--- src/hdl/adc_cfg_pkg.sv ---
// Register map, field layout and timing constants of the output configuration bank
package adc_cfg_pkg;
	// Register indices; byte address is four times the index
	localparam logic [7:0] IDX_DRIVE_STRENGTH = 8'h26;
	localparam logic [7:0] IDX_FORMAT = 8'h3d;
	localparam logic [7:0] IDX_PATTERN_HIGH = 8'h3f;
	localparam logic [7:0] IDX_PATTERN_LOW = 8'h40;
	localparam logic [7:0] IDX_CLOCK_EDGE = 8'h41;
	localparam logic [7:0] IDX_FALL_LATENCY = 8'h42;
	localparam logic [7:0] IDX_POWER_DOWN = 8'h43;
	localparam logic [7:0] IDX_PERF_TWO = 8'h4a;
	localparam int NUM_REGS = 8;
	localparam int ADDR_W = 12;
	// Writable bits of each register, in slot order
	localparam logic [7:0] MASK_DRIVE_STRENGTH = 8'h03;
	localparam logic [7:0] MASK_FORMAT = 8'he0;
	localparam logic [7:0] MASK_PATTERN_HIGH = 8'hff;
	localparam logic [7:0] MASK_PATTERN_LOW = 8'hfc;
	localparam logic [7:0] MASK_CLOCK_EDGE = 8'hff;
	localparam logic [7:0] MASK_FALL_LATENCY = 8'hcc;
	localparam logic [7:0] MASK_POWER_DOWN = 8'h53;
	localparam logic [7:0] MASK_PERF_TWO = 8'h01;
	localparam logic [7:0] REG_RESET = 8'h00;
	// Field positions
	localparam int FMT_MSB = 7;
	localparam int FMT_LSB = 6;
	localparam int OFFSET_CORR_BIT = 5;
	localparam int IF_MSB = 7;
	localparam int IF_LSB = 6;
	localparam int CMOS_STRENGTH_MSB = 5;
	localparam int CMOS_STRENGTH_LSB = 4;
	localparam int RISE_EN_BIT = 3;
	localparam int RISE_POS_MSB = 2;
	localparam int RISE_POS_LSB = 1;
	localparam int FALL_EN_BIT = 0;
	localparam int FALL_POS_MSB = 7;
	localparam int FALL_POS_LSB = 6;
	localparam int DIGITAL_EN_BIT = 3;
	localparam int STANDBY_BIT = 2;
	localparam int GLOBAL_PD_BIT = 6;
	localparam int OBUF_PD_BIT = 4;
	localparam int SWING_EN_MSB = 1;
	localparam int SWING_EN_LSB = 0;
	localparam int PERF_TWO_BIT = 0;
	localparam int CLK_STRENGTH_BIT = 1;
	localparam int DATA_STRENGTH_BIT = 0;
	// Field codes
	localparam logic [1:0] FMT_TWOS = 2'h2;
	localparam logic [1:0] FMT_OFFSET_BIN = 2'h3;
	localparam logic [1:0] IF_LVDS = 2'h1;
	localparam logic [1:0] IF_CMOS = 2'h3;
	localparam logic [1:0] SWING_ON = 2'h3;
	localparam logic [1:0] POS_DEFAULT = 2'h0;
	localparam logic [1:0] POS_ALIGN = 2'h2;
	// Edge shifts in picoseconds
	localparam logic [11:0] LVDS_RISE_01_PS = 12'h01f4;
	localparam logic [11:0] LVDS_RISE_11_PS = 12'h00c8;
	localparam logic [11:0] LVDS_FALL_01_PS = 12'h0190;
	localparam logic [11:0] LVDS_FALL_11_PS = 12'h00c8;
	localparam logic [11:0] CMOS_01_PS = 12'h0064;
	localparam logic [11:0] CMOS_10_PS = 12'h00c8;
	localparam logic [11:0] CMOS_11_PS = 12'h05dc;
	// Bus responses
	localparam logic [1:0] RESP_OKAY = 2'h0;
	localparam logic [1:0] RESP_SLVERR = 2'h2;
endpackage

--- src/hdl/pin_sync.sv ---
// Two-stage synchroniser for asynchronous pin levels
`timescale 1ns/100ps
module pin_sync #(
	parameter int WIDTH = 2
) (
	input wire logic ref_clk,
	input wire logic nrst,
	input wire logic [WIDTH-1:0] pin_in,
	output logic [WIDTH-1:0] pin_sync_out
);
	logic [WIDTH-1:0] meta_ff;
	logic [WIDTH-1:0] sync_ff;

	if (WIDTH < 1) begin
		$error("pin_sync width must be positive");
	end

	always_ff @(posedge ref_clk or negedge nrst) begin
		if (!nrst) begin
			meta_ff <= '0;
			sync_ff <= '0;
		end else begin
			meta_ff <= pin_in;
			sync_ff <= meta_ff;
		end
	end

	assign pin_sync_out = sync_ff;
endmodule

--- src/hdl/edge_shift_decode.sv ---
// Maps an output-clock edge position code to a shift in picoseconds
`timescale 1ns/100ps
module edge_shift_decode (
	input wire logic enable,
	input wire logic cmos_mode,
	input wire logic is_fall,
	input wire logic [1:0] code,
	output logic [11:0] shift_ps,
	output logic align_to_rise
);
	logic [1:0] eff_code;

	// Disabled control keeps the default edge
	assign eff_code = enable ? code : adc_cfg_pkg::POS_DEFAULT;

	always_comb begin
		shift_ps = 12'h0000;
		align_to_rise = 1'b0;
		if (cmos_mode) begin
			unique case (eff_code)
				2'h0: shift_ps = 12'h0000;
				2'h1: shift_ps = adc_cfg_pkg::CMOS_01_PS;
				2'h2: shift_ps = adc_cfg_pkg::CMOS_10_PS;
				2'h3: shift_ps = adc_cfg_pkg::CMOS_11_PS;
			endcase
		end else begin
			unique case (eff_code)
				2'h0: shift_ps = 12'h0000;
				2'h1: shift_ps = is_fall ? adc_cfg_pkg::LVDS_FALL_01_PS : adc_cfg_pkg::LVDS_RISE_01_PS;
				2'h2: align_to_rise = 1'b1;
				2'h3: shift_ps = is_fall ? adc_cfg_pkg::LVDS_FALL_11_PS : adc_cfg_pkg::LVDS_RISE_11_PS;
			endcase
		end
	end
endmodule

--- src/hdl/adc_output_config_regs.sv ---
// Output configuration register bank with an AXI4-Lite register port
//
// Contract
// - Format field selects pin, twos, offset binary
// - Offset correction runs only when enabled
// - 14-bit pattern from high and low registers
// - 12-bit output carries pattern bits 13:2
// - Interface field selects pin, LVDS or CMOS
// - Rise position applies only when enabled
// - LVDS rise codes shift 500, align, 200
// - CMOS rise codes advance 100, 200, 1500 ps
// - Fall position applies only when enabled
// - LVDS fall codes shift 400, align, 200
// - CMOS fall codes advance 100, 200, 1500 ps
// - Digital functions bypassed unless bit set
// - Standby powers down core and buffers
// - Output buffer power-down tristates output pins
// - Swing applies only with enable code 11
`timescale 1ns/100ps
module adc_output_config_regs (
	input wire logic ref_clk,
	input wire logic nrst,
	input wire logic [11:0] s_axi_awaddr,
	input wire logic s_axi_awvalid,
	output logic s_axi_awready,
	input wire logic [31:0] s_axi_wdata,
	input wire logic [3:0] s_axi_wstrb,
	input wire logic s_axi_wvalid,
	output logic s_axi_wready,
	output logic [1:0] s_axi_bresp,
	output logic s_axi_bvalid,
	input wire logic s_axi_bready,
	input wire logic [11:0] s_axi_araddr,
	input wire logic s_axi_arvalid,
	output logic s_axi_arready,
	output logic [31:0] s_axi_rdata,
	output logic [1:0] s_axi_rresp,
	output logic s_axi_rvalid,
	input wire logic s_axi_rready,
	input wire logic [1:0] format_select_pin,
	output logic data_format_twos,
	output logic offset_correction_active,
	output logic digital_functions_enable,
	output logic [13:0] custom_pattern,
	output logic [11:0] custom_pattern_short,
	output logic interface_cmos,
	output logic [11:0] rise_shift_ps,
	output logic rise_align,
	output logic [11:0] fall_shift_ps,
	output logic fall_align,
	output logic core_power_down,
	output logic reference_power_down,
	output logic output_buffer_power_down,
	output logic output_high_z,
	output logic swing_control_active,
	output logic high_frequency_performance,
	output logic [1:0] cmos_clock_strength,
	output logic lvds_clock_strength_2x,
	output logic lvds_data_strength_2x
);
	logic [7:0] regs_ff [adc_cfg_pkg::NUM_REGS];
	logic [11:0] awaddr_ff;
	logic aw_held_ff;
	logic [7:0] wdata_ff;
	logic wstrb0_ff;
	logic w_held_ff;
	logic bvalid_ff;
	logic [1:0] bresp_ff;
	logic rvalid_ff;
	logic [1:0] rresp_ff;
	logic [31:0] rdata_ff;
	logic [1:0] pin_sync;
	logic write_fire;
	logic [2:0] wr_slot;
	logic wr_hit;
	logic [2:0] rd_slot;
	logic rd_hit;
	logic [11:0] nxt_rise_ps;
	logic nxt_rise_align;
	logic [11:0] nxt_fall_ps;
	logic nxt_fall_align;
	logic nxt_cmos;
	logic [7:0] fmt_reg;
	logic [7:0] edge_reg;
	logic [7:0] lat_reg;
	logic [7:0] pd_reg;

	// Slot order of the storage array
	localparam logic [2:0] SLOT_DRIVE = 3'h0;
	localparam logic [2:0] SLOT_FORMAT = 3'h1;
	localparam logic [2:0] SLOT_PAT_HI = 3'h2;
	localparam logic [2:0] SLOT_PAT_LO = 3'h3;
	localparam logic [2:0] SLOT_EDGE = 3'h4;
	localparam logic [2:0] SLOT_LATENCY = 3'h5;
	localparam logic [2:0] SLOT_POWER = 3'h6;
	localparam logic [2:0] SLOT_PERF = 3'h7;

	// Byte address to storage slot; low two bits must be zero
	function automatic logic [3:0] addr_decode(input logic [11:0] addr);
		logic [9:0] idx;
		logic [3:0] res;
		idx = addr[11:2];
		res = 4'h0;
		if (addr[1:0] == 2'h0) begin
			unique case (idx)
				{2'h0, adc_cfg_pkg::IDX_DRIVE_STRENGTH}: res = {1'b1, SLOT_DRIVE};
				{2'h0, adc_cfg_pkg::IDX_FORMAT}: res = {1'b1, SLOT_FORMAT};
				{2'h0, adc_cfg_pkg::IDX_PATTERN_HIGH}: res = {1'b1, SLOT_PAT_HI};
				{2'h0, adc_cfg_pkg::IDX_PATTERN_LOW}: res = {1'b1, SLOT_PAT_LO};
				{2'h0, adc_cfg_pkg::IDX_CLOCK_EDGE}: res = {1'b1, SLOT_EDGE};
				{2'h0, adc_cfg_pkg::IDX_FALL_LATENCY}: res = {1'b1, SLOT_LATENCY};
				{2'h0, adc_cfg_pkg::IDX_POWER_DOWN}: res = {1'b1, SLOT_POWER};
				{2'h0, adc_cfg_pkg::IDX_PERF_TWO}: res = {1'b1, SLOT_PERF};
				default: res = 4'h0;
			endcase
		end
		return res;
	endfunction

	// Writable bits of a slot; reserved bits stay zero
	function automatic logic [7:0] slot_mask(input logic [2:0] slot);
		logic [7:0] m;
		m = 8'h00;
		unique case (slot)
			SLOT_DRIVE: m = adc_cfg_pkg::MASK_DRIVE_STRENGTH;
			SLOT_FORMAT: m = adc_cfg_pkg::MASK_FORMAT;
			SLOT_PAT_HI: m = adc_cfg_pkg::MASK_PATTERN_HIGH;
			SLOT_PAT_LO: m = adc_cfg_pkg::MASK_PATTERN_LOW;
			SLOT_EDGE: m = adc_cfg_pkg::MASK_CLOCK_EDGE;
			SLOT_LATENCY: m = adc_cfg_pkg::MASK_FALL_LATENCY;
			SLOT_POWER: m = adc_cfg_pkg::MASK_POWER_DOWN;
			SLOT_PERF: m = adc_cfg_pkg::MASK_PERF_TWO;
		endcase
		return m;
	endfunction

	pin_sync #(
		.WIDTH(2)
	) u_pin_sync (
		.ref_clk(ref_clk),
		.nrst(nrst),
		.pin_in(format_select_pin),
		.pin_sync_out(pin_sync)
	);

	// Write address and data are taken in either order
	assign s_axi_awready = !aw_held_ff && !bvalid_ff;
	assign s_axi_wready = !w_held_ff && !bvalid_ff;
	assign write_fire = aw_held_ff && w_held_ff && !bvalid_ff;
	assign {wr_hit, wr_slot} = addr_decode(awaddr_ff);
	assign {rd_hit, rd_slot} = addr_decode(s_axi_araddr);

	always_ff @(posedge ref_clk or negedge nrst) begin
		if (!nrst) begin
			aw_held_ff <= 1'b0;
			awaddr_ff <= 12'h000;
		end else if (s_axi_awvalid && s_axi_awready) begin
			aw_held_ff <= 1'b1;
			awaddr_ff <= s_axi_awaddr;
		end else if (write_fire) begin
			aw_held_ff <= 1'b0;
		end
	end

	always_ff @(posedge ref_clk or negedge nrst) begin
		if (!nrst) begin
			w_held_ff <= 1'b0;
			wdata_ff <= 8'h00;
			wstrb0_ff <= 1'b0;
		end else if (s_axi_wvalid && s_axi_wready) begin
			w_held_ff <= 1'b1;
			wdata_ff <= s_axi_wdata[7:0];
			wstrb0_ff <= s_axi_wstrb[0];
		end else if (write_fire) begin
			w_held_ff <= 1'b0;
		end
	end

	// Register storage; reserved bits dropped on write
	always_ff @(posedge ref_clk or negedge nrst) begin
		if (!nrst) begin
			for (int i = 0; i < adc_cfg_pkg::NUM_REGS; i++) begin
				regs_ff[i] <= adc_cfg_pkg::REG_RESET;
			end
		end else if (write_fire && wr_hit && wstrb0_ff) begin
			regs_ff[wr_slot] <= wdata_ff & slot_mask(wr_slot);
		end
	end

	always_ff @(posedge ref_clk or negedge nrst) begin
		if (!nrst) begin
			bvalid_ff <= 1'b0;
			bresp_ff <= adc_cfg_pkg::RESP_OKAY;
		end else if (write_fire) begin
			bvalid_ff <= 1'b1;
			bresp_ff <= wr_hit ? adc_cfg_pkg::RESP_OKAY : adc_cfg_pkg::RESP_SLVERR;
		end else if (s_axi_bready) begin
			bvalid_ff <= 1'b0;
		end
	end

	assign s_axi_bvalid = bvalid_ff;
	assign s_axi_bresp = bresp_ff;

	// Read channel: one answer at a time
	assign s_axi_arready = !rvalid_ff;

	always_ff @(posedge ref_clk or negedge nrst) begin
		if (!nrst) begin
			rvalid_ff <= 1'b0;
			rresp_ff <= adc_cfg_pkg::RESP_OKAY;
			rdata_ff <= 32'h0000_0000;
		end else if (s_axi_arvalid && s_axi_arready) begin
			rvalid_ff <= 1'b1;
			rresp_ff <= rd_hit ? adc_cfg_pkg::RESP_OKAY : adc_cfg_pkg::RESP_SLVERR;
			rdata_ff <= rd_hit ? {24'h00_0000, regs_ff[rd_slot]} : 32'h0000_0000;
		end else if (s_axi_rready) begin
			rvalid_ff <= 1'b0;
		end
	end

	assign s_axi_rvalid = rvalid_ff;
	assign s_axi_rresp = rresp_ff;
	assign s_axi_rdata = rdata_ff;

	assign fmt_reg = regs_ff[SLOT_FORMAT];
	assign edge_reg = regs_ff[SLOT_EDGE];
	assign lat_reg = regs_ff[SLOT_LATENCY];
	assign pd_reg = regs_ff[SLOT_POWER];

	// Interface choice; undefined codes defer to the pin
	always_comb begin
		unique case (edge_reg[adc_cfg_pkg::IF_MSB:adc_cfg_pkg::IF_LSB])
			adc_cfg_pkg::IF_LVDS: nxt_cmos = 1'b0;
			adc_cfg_pkg::IF_CMOS: nxt_cmos = 1'b1;
			default: nxt_cmos = pin_sync[1];
		endcase
	end

	edge_shift_decode u_rise_decode (
		.enable(edge_reg[adc_cfg_pkg::RISE_EN_BIT]),
		.cmos_mode(nxt_cmos),
		.is_fall(1'b0),
		.code(edge_reg[adc_cfg_pkg::RISE_POS_MSB:adc_cfg_pkg::RISE_POS_LSB]),
		.shift_ps(nxt_rise_ps),
		.align_to_rise(nxt_rise_align)
	);

	edge_shift_decode u_fall_decode (
		.enable(edge_reg[adc_cfg_pkg::FALL_EN_BIT]),
		.cmos_mode(nxt_cmos),
		.is_fall(1'b1),
		.code(lat_reg[adc_cfg_pkg::FALL_POS_MSB:adc_cfg_pkg::FALL_POS_LSB]),
		.shift_ps(nxt_fall_ps),
		.align_to_rise(nxt_fall_align)
	);

	// Data path controls
	always_ff @(posedge ref_clk or negedge nrst) begin
		if (!nrst) begin
			data_format_twos <= 1'b0;
			offset_correction_active <= 1'b0;
			digital_functions_enable <= 1'b0;
			custom_pattern <= 14'h0000;
			custom_pattern_short <= 12'h000;
		end else begin
			unique case (fmt_reg[adc_cfg_pkg::FMT_MSB:adc_cfg_pkg::FMT_LSB])
				adc_cfg_pkg::FMT_TWOS: data_format_twos <= 1'b1;
				adc_cfg_pkg::FMT_OFFSET_BIN: data_format_twos <= 1'b0;
				default: data_format_twos <= pin_sync[0];
			endcase
			offset_correction_active <= fmt_reg[adc_cfg_pkg::OFFSET_CORR_BIT]
				&& lat_reg[adc_cfg_pkg::DIGITAL_EN_BIT];
			digital_functions_enable <= lat_reg[adc_cfg_pkg::DIGITAL_EN_BIT];
			custom_pattern <= {regs_ff[SLOT_PAT_HI], regs_ff[SLOT_PAT_LO][7:2]};
			custom_pattern_short <= {regs_ff[SLOT_PAT_HI], regs_ff[SLOT_PAT_LO][7:4]};
		end
	end

	// Output clock placement
	always_ff @(posedge ref_clk or negedge nrst) begin
		if (!nrst) begin
			interface_cmos <= 1'b0;
			rise_shift_ps <= 12'h000;
			rise_align <= 1'b0;
			fall_shift_ps <= 12'h000;
			fall_align <= 1'b0;
			cmos_clock_strength <= 2'h0;
		end else begin
			interface_cmos <= nxt_cmos;
			rise_shift_ps <= nxt_rise_ps;
			rise_align <= nxt_rise_align;
			fall_shift_ps <= nxt_fall_ps;
			fall_align <= nxt_fall_align;
			cmos_clock_strength <= edge_reg[adc_cfg_pkg::CMOS_STRENGTH_MSB:adc_cfg_pkg::CMOS_STRENGTH_LSB];
		end
	end

	// Power and buffer controls
	always_ff @(posedge ref_clk or negedge nrst) begin
		if (!nrst) begin
			core_power_down <= 1'b0;
			reference_power_down <= 1'b0;
			output_buffer_power_down <= 1'b0;
			output_high_z <= 1'b0;
			swing_control_active <= 1'b0;
			high_frequency_performance <= 1'b0;
			lvds_clock_strength_2x <= 1'b0;
			lvds_data_strength_2x <= 1'b0;
		end else begin
			core_power_down <= lat_reg[adc_cfg_pkg::STANDBY_BIT]
				|| pd_reg[adc_cfg_pkg::GLOBAL_PD_BIT];
			reference_power_down <= pd_reg[adc_cfg_pkg::GLOBAL_PD_BIT];
			output_buffer_power_down <= lat_reg[adc_cfg_pkg::STANDBY_BIT]
				|| pd_reg[adc_cfg_pkg::GLOBAL_PD_BIT]
				|| pd_reg[adc_cfg_pkg::OBUF_PD_BIT];
			output_high_z <= pd_reg[adc_cfg_pkg::OBUF_PD_BIT];
			swing_control_active <= pd_reg[adc_cfg_pkg::SWING_EN_MSB:adc_cfg_pkg::SWING_EN_LSB]
				== adc_cfg_pkg::SWING_ON;
			high_frequency_performance <= regs_ff[SLOT_PERF][adc_cfg_pkg::PERF_TWO_BIT];
			lvds_clock_strength_2x <= regs_ff[SLOT_DRIVE][adc_cfg_pkg::CLK_STRENGTH_BIT];
			lvds_data_strength_2x <= regs_ff[SLOT_DRIVE][adc_cfg_pkg::DATA_STRENGTH_BIT];
		end
	end
endmodule

--- config.mk ---
export PLATFORM = sky130hd
export DESIGN_NAME = adc_output_config_regs
export DESIGN_NICKNAME = d
export VERILOG_FILES = /design/src/hdl/adc_cfg_pkg.sv /design/src/hdl/pin_sync.sv /design/src/hdl/edge_shift_decode.sv /design/src/hdl/adc_output_config_regs.sv
export SDC_FILE = /design/constraint.sdc
export NUM_CORES = 1
export LEC_CHECK = 0
export ABC_AREA = 1
export BUFFER_PORTS_ARGS = -buffer_cell sky130_fd_sc_hd__buf_4
export CAP_MARGIN = 25
export CORE_AREA = 3 3 120 122
export DETAILED_ROUTE_END_ITERATION = 8
export DIE_AREA = 0 0 123 125
export GPL_ROUTABILITY_DRIVEN = 0
export GPL_TIMING_DRIVEN = 0
export PLACE_DENSITY_LB_ADDON = 0.1
export SLEW_MARGIN = 25
export SYNTH_ARGS = -nofsm -noshare
export SYNTH_HDL_FRONTEND = slang
export SYNTH_SLANG_ARGS = --single-unit
--- constraint.sdc ---
create_clock -name ref_clk -period 2.7 [get_ports ref_clk]
set_input_delay 0.27 -clock ref_clk [delete_from_list [all_inputs] [get_ports ref_clk]]
set_output_delay 0.27 -clock ref_clk [all_outputs]
set_load 0.01 [all_outputs]
==> results of run 1 <==
power groups by stage:
stage          Combinational [µW]  Clock [µW]  Sequential, µW
2_1_floorplan                 623           0            2530
3_3_place_gp                  891           0            2550
3_5_place_dp                  914           0            2550
4_1_cts                       921        2290            2510
5_1_grt                      1030        2400            2530
6_report                      922        2260            2510
metal layers:
| metal | up-vias | routed length (µm) |
|---|---|---|
| met1 | 2774 | 7270 |
| met5 | - | 0 |
| met4 | 0 | 472 |
| met3 | 38 | 1320 |
| li1 | 2958 | - |
| met2 | 231 | 7760 |
stage by stage:
step | hold WS, ns | total power, µW | cell area, µm² | util, %
after floorplan | -0.0256 | 3160 | 7330 | -
after global placement | 0.334 | 3440 | 8400 | 63.2
after detailed placement | 0.212 | 3460 | 8440 | 63.5
after CTS | 0.0264 | 5730 | 9050 | 68.1
after global routing | 0.0255 | 5960 | 9060 | 68.2
final | 0.0406 | 5700 | 9060 | 68.2
worst max path at each step:
stage	startpoint	to	slack, ns
2_1_floorplan	awaddr_ff[11]	edge_reg[2]	0.69
4_1_cts	awaddr_ff[11]	regs_ff[34]	0.06
5_1_grt	awaddr_ff[11]	regs_ff[40]	0.02
3_3_place_gp	awaddr_ff[11]	lat_reg[3]	0.07
3_5_place_dp	awaddr_ff[11]	lat_reg[3]	0.01
6_report	awaddr_ff[11]	regs_ff[34]	0.24
worst max-delay path, stage by stage, from the launching register on:
cell	delay, ns
dfrtp_1	0.40
nor2_4	0.27
inv_1	0.09
nor2_1	0.14
nand3_1	0.08
o21ai_0	0.20
o21ai_0	0.17
ha_1	0.40
nor2_2	0.43
nand2_1	0.13
nand2_1	0.08
cell type report:
class,instances,area share [%]
multi-input combinational,571,31.2
clock buffer,22,5.23
tap,176,2.43
buffer,67,5.04
clock inverter,10,1.10
sequential,147,40.6
inverter,99,4.10
timing repair buffer,119,10.3
logic make-up after synthesis:
group           count (synthesis)
simple gates                  449
flops                         147
mux                             6
fa+ha+maj                       2
compound gates                 80
other cells                     1
buf+inv                       166
cell usage after synthesis, drive strengths merged (2+ instances only):
cell type / n
dfrtp: 147
nor2: 94
nand3b: 4
nand2: 230
buf: 56
nand3: 108
nand4: 2
nor3: 10
clkbuf: 11
o21ai: 55
mux2: 6
a21oi: 21
ha: 2
inv: 99
what timing repair did:
action                                  4_1_cts  5_1_grt
pin swaps                                     0        0
setup buffers                                 0        0
gates resized for setup                       1        2
endpoints found under the hold margin        59        0
hold buffers                                  4        0
endpoints found under the setup margin        1        8
==> impl_metrics.env, run 1 <==
export IMPL_cts_root_buf="clkbuf_16"
export IMPL_internal_power_uw=4060
export IMPL_synth_top_cell_area_share_pct=51.1
export IMPL_whs_path_depth=2
export IMPL_reg2reg_from="awaddr_ff[11]"
export IMPL_port_buffers=114
export IMPL_synth_cells=851
export IMPL_rrSetupSlack_ns=0.24
export IMPL_grt_pass1_wl_um=27500
export IMPL_finalCritPeriodShare_pct=91.3
export IMPL_cts_sinks=147
export IMPL_fin_cells=1211
export IMPL_use_met3_pct=5.60
export IMPL_power_leakage_uw=0.00513
export IMPL_synth_compound_area_share_pct=6.11
export IMPL_power_share_clock_pct=39.7
export IMPL_largest_reg_flops=32
export IMPL_setup_viol_count_final=0
export IMPL_setup_worst_path_start_class="flip-flop"
export IMPL_dpl_cell_count=1175
export IMPL_synth_mux_area_share_pct=0.938
export IMPL_fillers=1141
export IMPL_core_area_um2=13300
export IMPL_fin_ws_ns=0.235
export IMPL_power_frac_seq_pct=44.1
export IMPL_grt_max_degree=92
export IMPL_numCtsBuffers=17
export IMPL_dp_slack_ns=0.0150
export IMPL_synthesis_area_um2=7200
export IMPL_regArea_um2=3680
export IMPL_worst_pin_slew_ns=0.703
export IMPL_ys_types=34
export IMPL_routedWlPerCell_um=13.9
export IMPL_cts_buffer_depth=2
export IMPL_finalNetCount=1093
export IMPL_path_clk_slew_ns=0.06
export IMPL_synth_xor_area_share_pct=0
export IMPL_grtUsageMet1_pct=32.5
export IMPL_dr_pass1_iters=5
export IMPL_p_per_area_nw_per_um2=629
export IMPL_cts_tree="yes"
export IMPL_hp_start="s_axi_rready"
export IMPL_yosysSeqAreaShare_pct=51.1
export IMPL_switching_share_pct=28.7
export IMPL_rsz0062_at_grt="false"
export IMPL_die_x_um=123
export IMPL_die_area_um2=15400
export IMPL_largest_register="regs_ff"
export IMPL_slew_viol_final=0
export IMPL_path_class="reg -> reg"
export IMPL_grt_antenna_before_repair=0
export IMPL_grt_pass1_vias=5506
export IMPL_cp_required_ns=3.06
export IMPL_ir_drop_uv=497
export IMPL_synth_seq_cells=147
export IMPL_p_sw_uw=1640
export IMPL_pwr_share_comb_pct=16.2
export IMPL_min_period_ns=2.46
export IMPL_top_usage_layer="met2"
export IMPL_grt_util_met2_pct=33.9
export IMPL_yosys_warnings=0
export IMPL_layout_commonest_cell="nand2_1"
export IMPL_io_pins=176
export IMPL_hold_viol=0
export IMPL_fp_row_count=42
export IMPL_gr_total_overflow=0
export IMPL_h_tree_depth=4
export IMPL_ys_async_sr_fraction_pct=100
export IMPL_multi_input_area_um2=2830
export IMPL_dr_total_vias=6001
export IMPL_start_util_pct=54.2
export IMPL_totalNegativeSetupSlack_ns=0
export IMPL_reg_top3="regs_ff: 32 flops, awaddr_ff: 12 flops, custom_pattern_short: 11 flops"
export IMPL_finClkSkew_ns=0.0112
export IMPL_drt_wl_total_um=16800
export IMPL_synth_top_family_by_area="simple AND/OR/NAND/NOR gates"
export IMPL_antenna_cells=0
export IMPL_synthAdderAreaFrac_pct=0.347
export IMPL_synth_ff_type="dfrtp_1"
export IMPL_avgSynthCellArea_um2=8.46
export IMPL_regToRegEndpoint="regs_ff[34]"
export IMPL_worstSkewPairLatency_ns=0.43
export IMPL_vias_per_cell=4.96
export IMPL_cp_end_kind="flip-flop"
export IMPL_synth_area_leaders="dfrtp_1, nand2_1, nand3_1"
export IMPL_drive_gt1_share_pct=25.8
export IMPL_place_hpwl_um=12300
export IMPL_status="completed"
export IMPL_synth_simple_area_share_pct=30.0
export IMPL_drv_cap=0
export IMPL_worstRegToRegCells=10
export IMPL_synth_edf_count=0
export IMPL_maxSlewHeadroom_pct=52.8
export IMPL_cp_data_arrival_time_ns=2.83
export IMPL_drc=0
export IMPL_grt_usage_pct=22.9
export IMPL_worst_hold_path_endpoint="s_axi_rvalid"
export IMPL_mostFrequentLayoutCells="nand2_1, buf_4, dfrtp_1, nand3_1, inv_1"
export IMPL_fmax_mhz=406
export IMPL_synthToLayoutAreaGrowth_pct=25.8
export IMPL_cp_max_fo=10
export IMPL_dr_first_iter_drc_count=414
export IMPL_die_y_um=125
export IMPL_synth_area_leader_cell="dfrtp_1"
export IMPL_hold_class="in -> reg"
export IMPL_ant_nets=0
(Power assumes the default switching activity.)
==> inputs of run 2 (changes only) <==
CORE_AREA = 2 2 119 121   (was 3 3 120 122)
DIE_AREA = 0 0 121 123   (was 0 0 123 125)
==> run 2 against run 1 <==
Compared with the run above:
- combinational power down 0.9%
- largest cell class unchanged
- total power up 1.6%
- clock-buffer cell count down 3
- sequential share of layout area down 0.11 points
- critical path type unchanged
- wire length down 1.3%
- die area down 3.2%
- first-iteration DRC count down 11%
- critical endpoint unchanged
- worst setup slack worse by 0.034 ns
- global-route usage up 0.58 points
==> impl_metrics.env, run 2 (synthesis gave the netlist of run 1 again) <==
export IMPL_dp_slack_ns=0.0301
export IMPL_ant_nets=0
export IMPL_worstSkewPairLatency_ns=0.43
export IMPL_synthToLayoutAreaGrowth_pct=26.1
export IMPL_routedWlPerCell_um=13.7
export IMPL_hold_class="in -> reg"
export IMPL_grt_antenna_before_repair=0
export IMPL_io_pins=176
export IMPL_cts_buffer_depth=2
export IMPL_cts_sinks=147
export IMPL_die_x_um=121
export IMPL_rsz0062_at_grt="false"
export IMPL_met1_length_um=7400
export IMPL_grt_pass1_wl_um=27000
export IMPL_path_clk_slew_ns=0.07
export IMPL_grt_max_degree=86
export IMPL_cp_max_fo=10
export IMPL_dr_total_vias=5972
export IMPL_hold_viol=0
export IMPL_path_class="reg -> reg"
export IMPL_dpl_cell_area_um2=8440
export IMPL_p_per_area_nw_per_um2=637
export IMPL_core_area_um2=13600
export IMPL_fin_cells=1215
export IMPL_mostFrequentLayoutCells="nand2_1, buf_4, dfrtp_1, nand3_1, inv_1"
export IMPL_fin_ws_ns=0.201
export IMPL_fp_row_count=43
export IMPL_top_layer="met4"
export IMPL_reg_top3="regs_ff: 32 flops, awaddr_ff: 12 flops, custom_pattern_short: 11 flops"
export IMPL_numCtsBuffers=17
export IMPL_power_leakage_uw=0.00513
export IMPL_largest_reg_flops=32
export IMPL_start_util_pct=52.9
export IMPL_drt_wl_total_um=16600
export IMPL_die_y_um=123
export IMPL_drc=0
export IMPL_antenna_cells=0
export IMPL_finalNetCount=1093
export IMPL_vias_per_cell=4.92
export IMPL_worst_pin_slew_ns=0.830
export IMPL_cts_root_buf="clkbuf_16"
export IMPL_dr_pass1_iters=5
export IMPL_grt_pass1_vias=5505
export IMPL_post_cts_setup_buffer_count=0
export IMPL_fmax_mhz=400
export IMPL_cp_end_kind="flip-flop"
export IMPL_slew_viol_final=0
export IMPL_largest_register="regs_ff"
export IMPL_gr_total_overflow=0
export IMPL_final_area_um2=9090
export IMPL_h_tree_depth=4
export IMPL_setup_worst_path_start_class="flip-flop"
export IMPL_die_area_um2=14900
export IMPL_dr_first_iter_drc_count=370
export IMPL_dpl_cell_count=1179
export IMPL_min_period_ns=2.50
export IMPL_status="completed"
export IMPL_port_buffers=114
export IMPL_setup_viol_count_final=0
export IMPL_totalNegativeSetupSlack_ns=0
export IMPL_wl_met2_um=7740
export IMPL_maxSlewHeadroom_pct=44.5
export IMPL_grt_usage_pct=23.5
export IMPL_finalCritPeriodShare_pct=92.5
export IMPL_place_hpwl_um=12000
export IMPL_drive_gt1_share_pct=26.0
export IMPL_cp_required_ns=3.06
export IMPL_ir_drop_uv=485
export IMPL_wl_met3_um=1010
export IMPL_drv_cap=0
export IMPL_post_route_util_pct=66.8
export IMPL_cts_tree="yes"
export IMPL_layout_commonest_cell="nand2_1"
export IMPL_finClkSkew_ns=0.0118
export IMPL_cp_data_arrival_time_ns=2.86
[run 2: cell types whose count changed in the layout (fill, tap and decap cells not counted), sizes merged]
| cell | before | now |
|---|---|---|
| clkbuf | 33 | 30 |
| inv | 100 | 104 |
| clkinvlp | 1 | 3 |
| bufinv | 1 | 2 |
| clkinv | 7 | 3 |
[run 2: where the power goes]
| part | internal, µW | total, µW | switching, µW | leakage, µW |
|---|---|---|---|---|
| logic | 327 | 914 | 587 | 0.00289 |
| registers | 2390 | 2510 | 124 | 0.00196 |
| clock network | 1420 | 2360 | 941 | 0.000287 |
| total | 4130 | 5790 | 1650 | 0.00513 |
[run 2: final timing paths]
check,slack (ns),to,startpoint,cells past startpoint
worst max register to register,0.20,regs_ff[34],awaddr_ff[11],10
worst max-delay path,0.20,regs_ff[34],awaddr_ff[11],10
min in group asynchronous,0.38,rise_shift_ps[2],nrst,2
worst min-delay path,0.03,s_axi_rvalid,s_axi_rready,2
worst min register to register,0.35,u_pin_sync.pin_sync_out[0],u_pin_sync.meta_ff[0],0
max in group asynchronous,1.55,regs_ff[45],nrst,3
[run 2: layout make-up]
| class | count | area [µm²] |
|---|---|---|
| buffer | 67 | 457 |
| clock buffer | 19 | 453 |
| clock inverter | 13 | 145 |
| fill | 1193 | 4530 |
| inverter | 99 | 372 |
| multi-input combinational | 571 | 2830 |
| sequential | 147 | 3680 |
| tap | 180 | 225 |
| timing repair buffer | 119 | 931 |
[run 2: repair_timing]
item | in CTS | in global routing
hold buffers | 4 | 0
endpoints found under the hold margin | 65 | 0
resized for setup | 1 | 1
endpoints found under the setup margin | 1 | 8
[run 2: per-stage QoR]
step           hold slack, ns  power [µW]
3_5_place_dp            0.237        3460
5_1_grt                0.0352        6060
4_1_cts                0.0263        5820
6_report               0.0350        5790
2_1_floorplan         -0.0256        3160
3_3_place_gp            0.333        3440
[run 2: per-layer routing]
metal / global-route usage, % / vias to the layer above
li1: - / 2968
met1: 32.1 / 2759
met2: 36.7 / 211
met3: 4.38 / 34
met4: 10.5 / 0
met5: 0 / -
[run 2: worst max-delay path, stage by stage (launching register included)]
cell and delay (ns):
dfrtp_1 0.41, nor2_4 0.27, inv_1 0.10, nor3_1 0.23, nand3_1 0.10, o21ai_0 0.10
o21ai_0 0.17, ha_1 0.38, nor2_2 0.46, nand2_1 0.12, nand2_1 0.09
